===== src/input_select_pkg.sv =====
// input source selection: constants, register map and carrier types
// assumes one clock domain; receivers report lock and rate as raw pins
package input_select_pkg;

  localparam int NCH    = 4;
  localparam int SW     = 24;
  localparam int RATE_W = 8;
  localparam int GAIN_W = 9;
  localparam int TRIM_W = 8;
  localparam int OUTG_W = 10;

  // gain codes count 0.2 dB steps around 0 dB
  localparam logic signed [GAIN_W-1:0] GAIN_MIN = -9'sd200;
  localparam logic signed [GAIN_W-1:0] GAIN_MAX = 9'sd100;

  localparam logic [RATE_W-1:0] RATE_MIN_KHZ = 8'd28;
  localparam logic [RATE_W-1:0] RATE_MAX_KHZ = 8'd108;

  // register byte offsets
  localparam logic [7:0] ADDR_CTRL     = 8'h00;
  localparam logic [7:0] ADDR_GAIN     = 8'h10;
  localparam logic [7:0] ADDR_TRIM_AES = 8'h20;
  localparam logic [7:0] ADDR_TRIM_NET = 8'h24;
  localparam logic [7:0] ADDR_STATUS   = 8'h28;

  // control field positions
  localparam int CTRL_POLICY_LSB = 0;
  localparam int CTRL_MANUAL_LSB = 4;
  localparam int CTRL_INVERT_BIT = 8;
  localparam int CTRL_MUTE_BIT   = 9;

  // status field positions
  localparam int STAT_SEL_LSB   = 0;
  localparam int STAT_AES_LSB   = 8;
  localparam int STAT_NET_BIT   = 12;
  localparam int STAT_FIT_BIT   = 13;

  typedef enum logic [2:0] {
    POL_MANUAL  = 3'b000,
    POL_AES_ANA = 3'b001,
    POL_NET_ANA = 3'b010,
    POL_NET_AES = 3'b011,
    POL_AUTO    = 3'b100
  } policy_e;

  typedef enum logic [1:0] {
    SRC_ANA = 2'b00,
    SRC_AES = 2'b01,
    SRC_NET = 2'b10
  } source_e;

  typedef struct packed {
    policy_e policy;
    source_e manual;
    logic    invert;
    logic    mute;
  } ctrl_s;

  typedef struct packed {
    logic signed [SW-1:0] ana;
    logic signed [SW-1:0] aes;
    logic signed [SW-1:0] net;
  } src_frame_s;

  typedef struct packed {
    logic signed [NCH-1:0][SW-1:0]     sample;
    logic signed [NCH-1:0][OUTG_W-1:0] gain;
    source_e     [NCH-1:0]             source;
    logic        [NCH-1:0][RATE_W-1:0] rate_khz;
  } out_word_s;

  typedef struct packed {
    ctrl_s      [NCH-1:0]             ctrl;
    logic       [NCH-1:0][GAIN_W-1:0] gain;
    logic       [TRIM_W-1:0]          trim_aes;
    logic       [TRIM_W-1:0]          trim_net;
    logic       [NCH-1:0]             aes_lock_m;
    logic       [NCH-1:0]             aes_lock;
    logic       [NCH-1:0][RATE_W-1:0] aes_rate_m;
    logic       [NCH-1:0][RATE_W-1:0] aes_rate;
    logic                             net_lock_m;
    logic                             net_lock;
    logic       [RATE_W-1:0]          net_rate_m;
    logic       [RATE_W-1:0]          net_rate;
    logic                             fit_m;
    logic                             fit;
    source_e    [NCH-1:0]             sel;
    logic                             aes_led;
    logic                             net_led;
    logic       [1:0]                 count;
    logic                             out_valid;
    logic                             in_ready;
    out_word_s                        head;
    out_word_s                        tail;
    logic       [31:0]                rdata;
  } state_s;

  // manual policy, analogue source, 0 dB, zero trims, empty buffer
  localparam state_s STATE_RESET = '0;

endpackage : input_select_pkg


===== src/input_source_failover_select.sv =====
// per-channel input source selection, polarity and mute; AES and network trims shared by all channels, none for analogue
// assumes lock/rate pins come from receivers on other clocks, audio
// frames and register bus on i_clock; the dsp applies o_out.gain
//
// Local design decisions: the strobed register port and the register offsets.
`timescale 1ns/100ps
module input_source_failover_select #(
  parameter logic [input_select_pkg::NCH-1:0] AES_CAPABLE = 4'hf
) (
  input  wire logic                                                i_clock,
  input  wire logic                                                i_resetn,
  input  wire logic [7:0]                                          i_reg_addr,
  input  wire logic [31:0]                                         i_reg_wdata,
  input  wire logic                                                i_reg_write,
  input  wire logic                                                i_reg_read,
  output logic      [31:0]                                         o_reg_rdata,
  input  wire logic [input_select_pkg::NCH-1:0]                    i_aes_lock,
  input  wire logic [input_select_pkg::NCH-1:0][7:0]               i_aes_rate_khz,
  input  wire logic                                                i_net_fitted,
  input  wire logic                                                i_net_lock,
  input  wire logic [7:0]                                          i_net_rate_khz,
  input  wire logic                                                i_in_valid,
  input  wire input_select_pkg::src_frame_s [input_select_pkg::NCH-1:0] i_in_frame,
  output logic                                                     o_in_ready,
  output logic                                                     o_out_valid,
  output input_select_pkg::out_word_s                              o_out,
  input  wire logic                                                i_out_ready,
  output logic                                                     o_aes_indicator,
  output logic                                                     o_net_indicator
);
  import input_select_pkg::*;

  // ---------------------------------------------------------------
  // source choice
  // ---------------------------------------------------------------
  function automatic source_e pick(input policy_e p, input source_e m,
                                   input logic aes_ok, input logic net_ok,
                                   input logic aes_cap, input logic fit);
    source_e mp;
    // a manual choice without a live stream drops to analogue
    mp = (m == SRC_AES && aes_ok && aes_cap) ? SRC_AES :
         (m == SRC_NET && net_ok)            ? SRC_NET : SRC_ANA;
    pick = mp;
    unique case (p)
      POL_AES_ANA: if (aes_cap) begin
        pick = aes_ok ? SRC_AES : SRC_ANA;
      end
      POL_NET_ANA: if (fit) begin
        pick = net_ok ? SRC_NET : SRC_ANA;
      end
      POL_NET_AES: if (aes_cap && fit) begin
        pick = net_ok ? SRC_NET : (aes_ok ? SRC_AES : SRC_ANA);
      end
      POL_AUTO: begin
        pick = net_ok ? SRC_NET : ((aes_ok && aes_cap) ? SRC_AES : SRC_ANA);
      end
      // unsupported policy codes behave as manual
      default: pick = mp;
    endcase
  endfunction : pick

  function automatic logic rate_ok(input logic [RATE_W-1:0] r);
    rate_ok = (r >= RATE_MIN_KHZ) && (r <= RATE_MAX_KHZ);
  endfunction : rate_ok

  // invert saturates so full-scale negative does not wrap
  function automatic logic signed [SW-1:0] shape(input logic signed [SW-1:0] x,
                                                 input logic inv, input logic mute);
    shape = x;
    if (inv) begin
      shape = (x == {1'b1, {(SW-1){1'b0}}}) ? {1'b0, {(SW-1){1'b1}}} : -x;
    end
    if (mute) begin
      shape = '0;
    end
  endfunction : shape

  state_s               s;
  state_s               next_s;
  logic [NCH-1:0]       aes_ok;
  logic                 net_ok;
  logic                 push;
  logic                 pop;
  out_word_s            word;
  logic signed [GAIN_W-1:0] wgain;

  // ---------------------------------------------------------------
  // stream validity
  // ---------------------------------------------------------------
  // rate words are quasi-static and only trusted while lock holds
  always_comb begin
    for (int c = 0; c < NCH; c++) begin
      aes_ok[c] = s.aes_lock[c] && rate_ok(s.aes_rate[c]);
    end
    net_ok = s.fit && s.net_lock && rate_ok(s.net_rate);
  end

  // ---------------------------------------------------------------
  // next state
  // ---------------------------------------------------------------
  always_comb begin
    next_s = s;
    word   = '0;
    wgain  = '0;

    // two-stage synchronisers
    next_s.aes_lock_m = i_aes_lock;
    next_s.aes_lock   = s.aes_lock_m;
    next_s.aes_rate_m = i_aes_rate_khz;
    next_s.aes_rate   = s.aes_rate_m;
    next_s.net_lock_m = i_net_lock;
    next_s.net_lock   = s.net_lock_m;
    next_s.net_rate_m = i_net_rate_khz;
    next_s.net_rate   = s.net_rate_m;
    next_s.fit_m      = i_net_fitted;
    next_s.fit        = s.fit_m;

    // selection follows stream state every cycle
    next_s.aes_led = 1'b0;
    next_s.net_led = 1'b0;
    for (int c = 0; c < NCH; c++) begin
      next_s.sel[c] = pick(s.ctrl[c].policy, s.ctrl[c].manual, aes_ok[c],
                           net_ok, AES_CAPABLE[c], s.fit);
      if (s.sel[c] == SRC_AES) begin
        next_s.aes_led = 1'b1;
      end
      // routed means configured for net, whether or not a cable is in
      if (s.fit && (s.ctrl[c].manual == SRC_NET ||
                    s.ctrl[c].policy == POL_NET_ANA ||
                    s.ctrl[c].policy == POL_NET_AES ||
                    s.ctrl[c].policy == POL_AUTO)) begin
        next_s.net_led = 1'b1;
      end
    end

    // output word from the frame on offer
    for (int c = 0; c < NCH; c++) begin
      unique case (s.sel[c])
        SRC_AES: begin
          word.sample[c]   = shape(i_in_frame[c].aes, s.ctrl[c].invert,
                                   s.ctrl[c].mute);
          word.gain[c]     = OUTG_W'($signed(s.gain[c])) +
                             OUTG_W'($signed(s.trim_aes));
          word.rate_khz[c] = s.aes_rate[c];
        end
        SRC_NET: begin
          word.sample[c]   = shape(i_in_frame[c].net, s.ctrl[c].invert,
                                   s.ctrl[c].mute);
          word.gain[c]     = OUTG_W'($signed(s.gain[c])) +
                             OUTG_W'($signed(s.trim_net));
          word.rate_khz[c] = s.net_rate;
        end
        default: begin
          // analogue runs on the converter clock, reported as rate 0
          word.sample[c]   = shape(i_in_frame[c].ana, s.ctrl[c].invert,
                                   s.ctrl[c].mute);
          word.gain[c]     = OUTG_W'($signed(s.gain[c]));
          word.rate_khz[c] = '0;
        end
      endcase
      word.source[c] = s.sel[c];
    end

    // two-entry buffer; head always feeds the output port
    push = i_in_valid && s.in_ready;
    pop  = s.out_valid && i_out_ready;
    if (pop) begin
      next_s.head = (s.count == 2'd2) ? s.tail : word;
    end
    if (push) begin
      if (s.count == 2'd0 || (s.count == 2'd1 && pop)) begin
        next_s.head = word;
      end else begin
        next_s.tail = word;
      end
    end
    unique case ({push, pop})
      2'b10:   next_s.count = s.count + 2'd1;
      2'b01:   next_s.count = s.count - 2'd1;
      default: next_s.count = s.count;
    endcase
    next_s.out_valid = (next_s.count != 2'd0);
    next_s.in_ready  = (next_s.count != 2'd2);

    // register writes
    if (i_reg_write) begin
      for (int c = 0; c < NCH; c++) begin
        if (i_reg_addr == ADDR_CTRL + 8'(4 * c)) begin
          next_s.ctrl[c].policy = policy_e'(i_reg_wdata[CTRL_POLICY_LSB +: 3]);
          next_s.ctrl[c].manual = source_e'(i_reg_wdata[CTRL_MANUAL_LSB +: 2]);
          next_s.ctrl[c].invert = i_reg_wdata[CTRL_INVERT_BIT];
          next_s.ctrl[c].mute   = i_reg_wdata[CTRL_MUTE_BIT];
        end
        if (i_reg_addr == ADDR_GAIN + 8'(4 * c)) begin
          wgain = $signed(i_reg_wdata[GAIN_W-1:0]);
          // out-of-range codes clamp to the nearest end
          if ($signed(i_reg_wdata) < $signed(32'(GAIN_MIN))) begin
            wgain = GAIN_MIN;
          end else if ($signed(i_reg_wdata) > $signed(32'(GAIN_MAX))) begin
            wgain = GAIN_MAX;
          end
          next_s.gain[c] = wgain;
        end
      end
      if (i_reg_addr == ADDR_TRIM_AES) begin
        next_s.trim_aes = i_reg_wdata[TRIM_W-1:0];
      end
      if (i_reg_addr == ADDR_TRIM_NET) begin
        next_s.trim_net = i_reg_wdata[TRIM_W-1:0];
      end
    end

    // register reads, data valid the cycle after the strobe
    next_s.rdata = '0;
    if (i_reg_read) begin
      for (int c = 0; c < NCH; c++) begin
        if (i_reg_addr == ADDR_CTRL + 8'(4 * c)) begin
          next_s.rdata[CTRL_POLICY_LSB +: 3] = s.ctrl[c].policy;
          next_s.rdata[CTRL_MANUAL_LSB +: 2] = s.ctrl[c].manual;
          next_s.rdata[CTRL_INVERT_BIT]      = s.ctrl[c].invert;
          next_s.rdata[CTRL_MUTE_BIT]        = s.ctrl[c].mute;
        end
        if (i_reg_addr == ADDR_GAIN + 8'(4 * c)) begin
          next_s.rdata = 32'($signed(s.gain[c]));
        end
      end
      if (i_reg_addr == ADDR_TRIM_AES) begin
        next_s.rdata = 32'($signed(s.trim_aes));
      end
      if (i_reg_addr == ADDR_TRIM_NET) begin
        next_s.rdata = 32'($signed(s.trim_net));
      end
      if (i_reg_addr == ADDR_STATUS) begin
        for (int c = 0; c < NCH; c++) begin
          next_s.rdata[STAT_SEL_LSB + 2 * c +: 2] = s.sel[c];
        end
        next_s.rdata[STAT_AES_LSB +: NCH] = aes_ok;
        next_s.rdata[STAT_NET_BIT]        = net_ok;
        next_s.rdata[STAT_FIT_BIT]        = s.fit;
      end
    end
  end

  // ---------------------------------------------------------------
  // state register
  // ---------------------------------------------------------------
  always_ff @(posedge i_clock or negedge i_resetn) begin
    if (!i_resetn) begin
      s <= STATE_RESET;
    end else begin
      s <= next_s;
    end
  end

  // ---------------------------------------------------------------
  // outputs, all from flops
  // ---------------------------------------------------------------
  always_comb begin
    o_reg_rdata     = s.rdata;
    o_in_ready      = s.in_ready;
    o_out_valid     = s.out_valid;
    o_out           = s.head;
    o_aes_indicator = s.aes_led;
    o_net_indicator = s.net_led;
  end

endmodule : input_source_failover_select


===== config.mk =====
export PLATFORM = sky130hd
export DESIGN_NAME = input_source_failover_select
export DESIGN_NICKNAME = d
export VERILOG_FILES = /design/src/input_select_pkg.sv /design/src/input_source_failover_select.sv
export SDC_FILE = /design/constraint.sdc
export NUM_CORES = 2
export LEC_CHECK = 0
export BUFFER_PORTS_ARGS = -buffer_cell sky130_fd_sc_hd__buf_2
export CAP_MARGIN = 40
export CORE_MARGIN = 10
export CORE_UTILIZATION = 51
export DETAILED_ROUTE_END_ITERATION = 7
export GPL_ROUTABILITY_DRIVEN = 0
export PLACE_DENSITY = 0.73
export SYNTH_ARGS = -nofsm -noshare
export SYNTH_HDL_FRONTEND = slang
export SYNTH_SLANG_ARGS = --single-unit
export TNS_END_PERCENT = 5

===== constraint.sdc =====
create_clock -name i_clock -period 4.5 [get_ports i_clock]
set_clock_uncertainty 0.15 [all_clocks]
set_input_delay 0.225 -clock i_clock [delete_from_list [all_inputs] [get_ports i_clock]]
set_output_delay 0.225 -clock i_clock [all_outputs]
set_load 0.01 [all_outputs]

# Word-level counts from Yosys, hierarchy flattened
# Index checks and enable logic that the tools add are counted.
# word_totals
ff_bits,570
latch_bits,0
ram_bits,0
mem_bits_ro,0
in_bits,380
output_inout_bits,212
wordCells,341
mem_count,0
# classes
addsub,22
mul,0
div_mod_pow,0
n_lt_le_gt_ge,12
n_eq_ne,59
shift,0
muxes,114
bitwise_logic,1
n_reduce_logical,53
# ops
op,count
24-bit two-way mux,36
176-bit two-way mux,4
352-bit two-way mux,1
24-bit == test (second input constant),12
24-bit negation,12
32-bit two-way mux,8
24-bit case mux with 2 select lines,4
9-bit by 8-bit adder with 10-bit output,8
10-bit case mux with 2 select lines,4
8-bit case mux with 2 select lines,4
2-bit two-way mux,29
8-bit by 5-bit greater-or-equal comparator with 1-bit output (second input constant),5
8-bit by 7-bit less-or-equal comparator with 1-bit output (second input constant),5
8-bit by 5-bit == test with 1-bit output (second input constant),4
32-bit by 8-bit > comparator with 1-bit output (second input constant),1
32-bit by 9-bit < comparator with 1-bit output (second input constant),1
2-bit case mux with 4 select lines,4
1-bit logical AND,26
3-bit by 2-bit == test with 1-bit output (second input constant),8
8-bit by 6-bit == test with 1-bit output (second input constant),3
2-bit AND reduction,11
2-bit by 1-bit == test with 1-bit output (second input constant),10
2-bit == test (second input constant),10
9-bit two-way mux,2
16 further kinds,49

# Logic depth before layout (Yosys ltp)
# logic_depth
word_depth,14
ltp_mapped,16
ltp_nobuf,13

# Worst setup path after synthesis
# No wires, ideal clock.
# synth_path
path_type,flip-flop to flip-flop
startpoint,register s[390] (netlist bit)
endpoint,register s[78] (netlist bit)
setup_time_ps,64
arrival_time_ps,3403
required_ps,4286
setup_slack_ps,883
stages_incl_launch_ff,17
n_path_buf,3
synth_period_minus_slack_ps,3617
path_cell_list,dfrtp_1 inv_1 ha_1 clkbuf_1 clkbuf_1 buf_1 mux2_2 ha_1 inv_1 fa_1 nor2b_1 o21ai_0 a21boi_0 o21ai_0 a211o_1 a31oi_1 a21o_1
# synth_via
elab_chain_len,2
word_cells_on_any_way,3
classes_between,eq/ne: 2; mux: 1
# synth_rtl
element,line_no,text
start: declaration,input_source_failover_select.sv:78,state_s s;
start signal: assignment,input_source_failover_select.sv:251,s <= next_s;
2-bit == test / 2-bit by 1-bit == test with 1-bit output (equally long branches),input_source_failover_select.sv:138,unique case (s.sel[c])
10-bit case mux with 2 select lines (*),input_source_failover_select.sv:138,
# Mark *: on every way between the ends. The rest lies on a longest branch, timed or not.
# A chain may end at the register's enable or synchronous reset.

==> metrics.cfg <==
[yosys]
synthMuxAreaShare_pct=4.532
synth_top_cell_area_share_pct=38.95
yosys.area_share.simple_pct=16.39
yosysWarnings=0
synth_nets=4571
synth_edf_count=0
synthFlopType=dfrtp_1
yosysTopAreaCell=dfrtp_1
synth-xor-area-share_pct=5.176
async_reset_ff_share_pct=100.0
synthTopCellsByCount=dfrtp_1, nand2_1, o21ai_0
ys_seq_elements=553
synth_seq_area_share_pct=38.95
yosys-top-cells-area=dfrtp_1, o21ai_0, nand2_1
yosysMostFrequentCell=dfrtp_1
synth_adder_area_share_pct=2.373
syn_area_um2=35530
synth_cell_types=79
synth_top_family_by_area=compound AO/OA/AOI/OAI gates
synthCells=4126
synth_compound_area_share_pct=24.21
syn_area_per_cell_um2=8.612

[finish]
layout-drive-gt1-share_pct=20.52
syn_to_final_growth_pct=16.51
ff_latch_area_um2=13840
multi_input_area_um2=18800
n_fill_cell=5979
utilization_pct=60.15
final_nets=4951

[setup_path]
start_kind=register
arrival_ps=4120
cpPeakStageDelay_ps=480
crit_path_start=s[390]
worst-path-max-fanout=22
r2r_slack_ps=800
worst_path_max_delay_cell=a21boi_0
reg2reg_to=o_out[46]
crit_type=reg2reg
crit_end=o_out[46]
r2r_cells=11
cp_num_cells=11
required_ps=4920
path_cells=inv_1 -> ha_1 -> buf_4 -> mux2_2 -> ha_1 -> o21ai_0 -> a21boi_0 -> o21ai_0 -> a211o_1 -> a21oi_1 -> a211o_1
end_kind=register
critical_path_buf_inv_count=2
cp_top_family=compound AO/OA/AOI/OAI gates
worstReg2RegStart=s[390]

[sta]
fin_crit_sh_pct=82.30
rsz0062_at_grt=false
slew_violations=0
finalHoldViolations=0
finalCriticalPeriod_ps=3704
final-setup-viol-count=0
hold_ws_ps=26.93
worst_slew_pin_slew_ps=1081
fmax_mhz=270.0
setup_slack_ps=796.5
finalSetupTns_ps=0
max_slew_margin_pct=27.91

[routing]
drt_iter0_drc=3875
via_per_inst=6.244
totalWireLength_mm=130.1
drtAntennaViolNets=0
vias=34322
firstDrtPassIters=7
route.detailed.drc=0
avgRoutedWirePerCell_um=23.66

[die]
start_util_pct=51.63
chipHeight_um=284.0
die_w_um=284.0
io_pins=592
rows=96
core_um2=68830
dieArea_um2=80630

[placement]
dp_slack_ps=839.2
hpwl_mm=96.02
port_buffers=591

[power]
vdd_drop_max_v=0.0003658
power_density_nw_per_um2=456.7
power_w=0.01891
leakage_nw=18.50

[clock_network]
cts_tree=yes
clock-sinks=553
clock_latency_ps=630
cts_root_buf=clkbuf_16
clock_path_buffers=3
cts_setup_buffers=0
clk_pin_slew_ps=60
numCtsBuffers=60
cts_max_level=2

[hold_path]
hp-class=in2reg

[outcome]
outcome=complete, no violations

[global_route]
grt_max_degree=135
grt_pass1_wl_mm=198.1
antenna_found_initial=10
gr-total-overflow=0
grt.total_usage_pct=30.88
grt_pass1_vias=32973

[job]
drv_cap=0

[metrics by stage]
step	instance area, µm²	cells
3_5_place_dp	37940	5251
5_1_grt	41390	5496
3_3_place_gp	37800	5245
2_1_floorplan	35530	4126
4_1_cts	41370	5488
6_report	41400	5497
[cell usage in the layout, fill, tap and decap left out, types with 48 or more instances in the layout]
master,n
o31ai_1,92
nand3_1,76
dfrtp_1,549
o21ai_0,446
buf_2,590
dlygate4sd3_1,124
buf_4,66
nor3_1,68
nor4_1,48
a31oi_1,71
a21oi_1,245
mux2_2,95
clkbuf_16,60
mux2i_1,54
nor2_1,224
ha_1,59
xnor2_1,123
inv_1,98
nand2_1,536
xor2_1,87
[where the power goes]
group          internal [W]  switching, W  leakage, nW
clock               0.00326       0.00218         1.06
combinational       0.00230       0.00418         10.3
sequential          0.00615      0.000834         7.12
[kinds of logic (layout without fill, tap and decap cells)]
family | after synthesis | count (layout)
muxes | 149 | 149
and+or+nand+nor | 1238 | 1238
DFF | 553 | 553
xor gates and xnor gates | 210 | 210
buffers and inverters | 581 | 1012
adders and majority gates | 65 | 65
other | 0 | 9
AOI/OAI and AO/OA | 1330 | 1330
[layer usage]
metal	vias to the layer above	global-route usage, %	part of all wire [%]
met3	365	5.867	9.1
met5	-	0	0.010
met2	1824	48.94	46
met4	2	16.12	5.5
li1	15630	-	-
met1	16501	39.66	39
[registers in the layout (all words and copies together) (netlist names)]
name	cells
o_net_indicator	1
o_in_ready	1
s	312
o_reg_rdata	15
o_out_valid	1
o_aes_indicator	1
o_out	176
next_s	46
[worst min-delay path by stage]
| stage | start | endpoint | slack [ps] | cells past startpoint |
|---|---|---|---|---|
| detailed placement | next_s[423] | s[423] | 180 | 0 |
| finish | i_in_frame[235] | o_out[171] | 30 | 4 |
| floorplan | i_resetn | next_s[398] | -220 | 0 |
| global route | i_in_frame[186] | o_out[146] | 30 | 4 |
| global placement | next_s[405] | s[405] | 180 | 0 |
| CTS | i_in_frame[186] | o_out[146] | 1 | 4 |
[timing repair]
action | 4_1_cts | 5_1_grt
hold buffers | 124 | 0
resized for setup | 0 | 0
endpoints found under the hold margin | 346 | 0
[worst reg2reg max path: stages (launching register included)]
cell and delay (ps):
dfrtp_1 400, inv_1 100, ha_1 470, buf_4 360, mux2_2 370, ha_1 330, o21ai_0 120, a21boi_0 480
o21ai_0 220, a211o_1 360, a21oi_1 170, a211o_1 130
[final cells by class]
class,count,share of cell area [%]
multi-input cells,2992,45.41
flip-flops and latches,553,33.44
repair buffers,793,12.02
clock buffers,78,4.008
well taps,931,2.814
clock inverters,35,1.291
inverters,106,0.9642
diodes,9,0.05440
No activity file was read; power rests on OpenSTA's default activity.
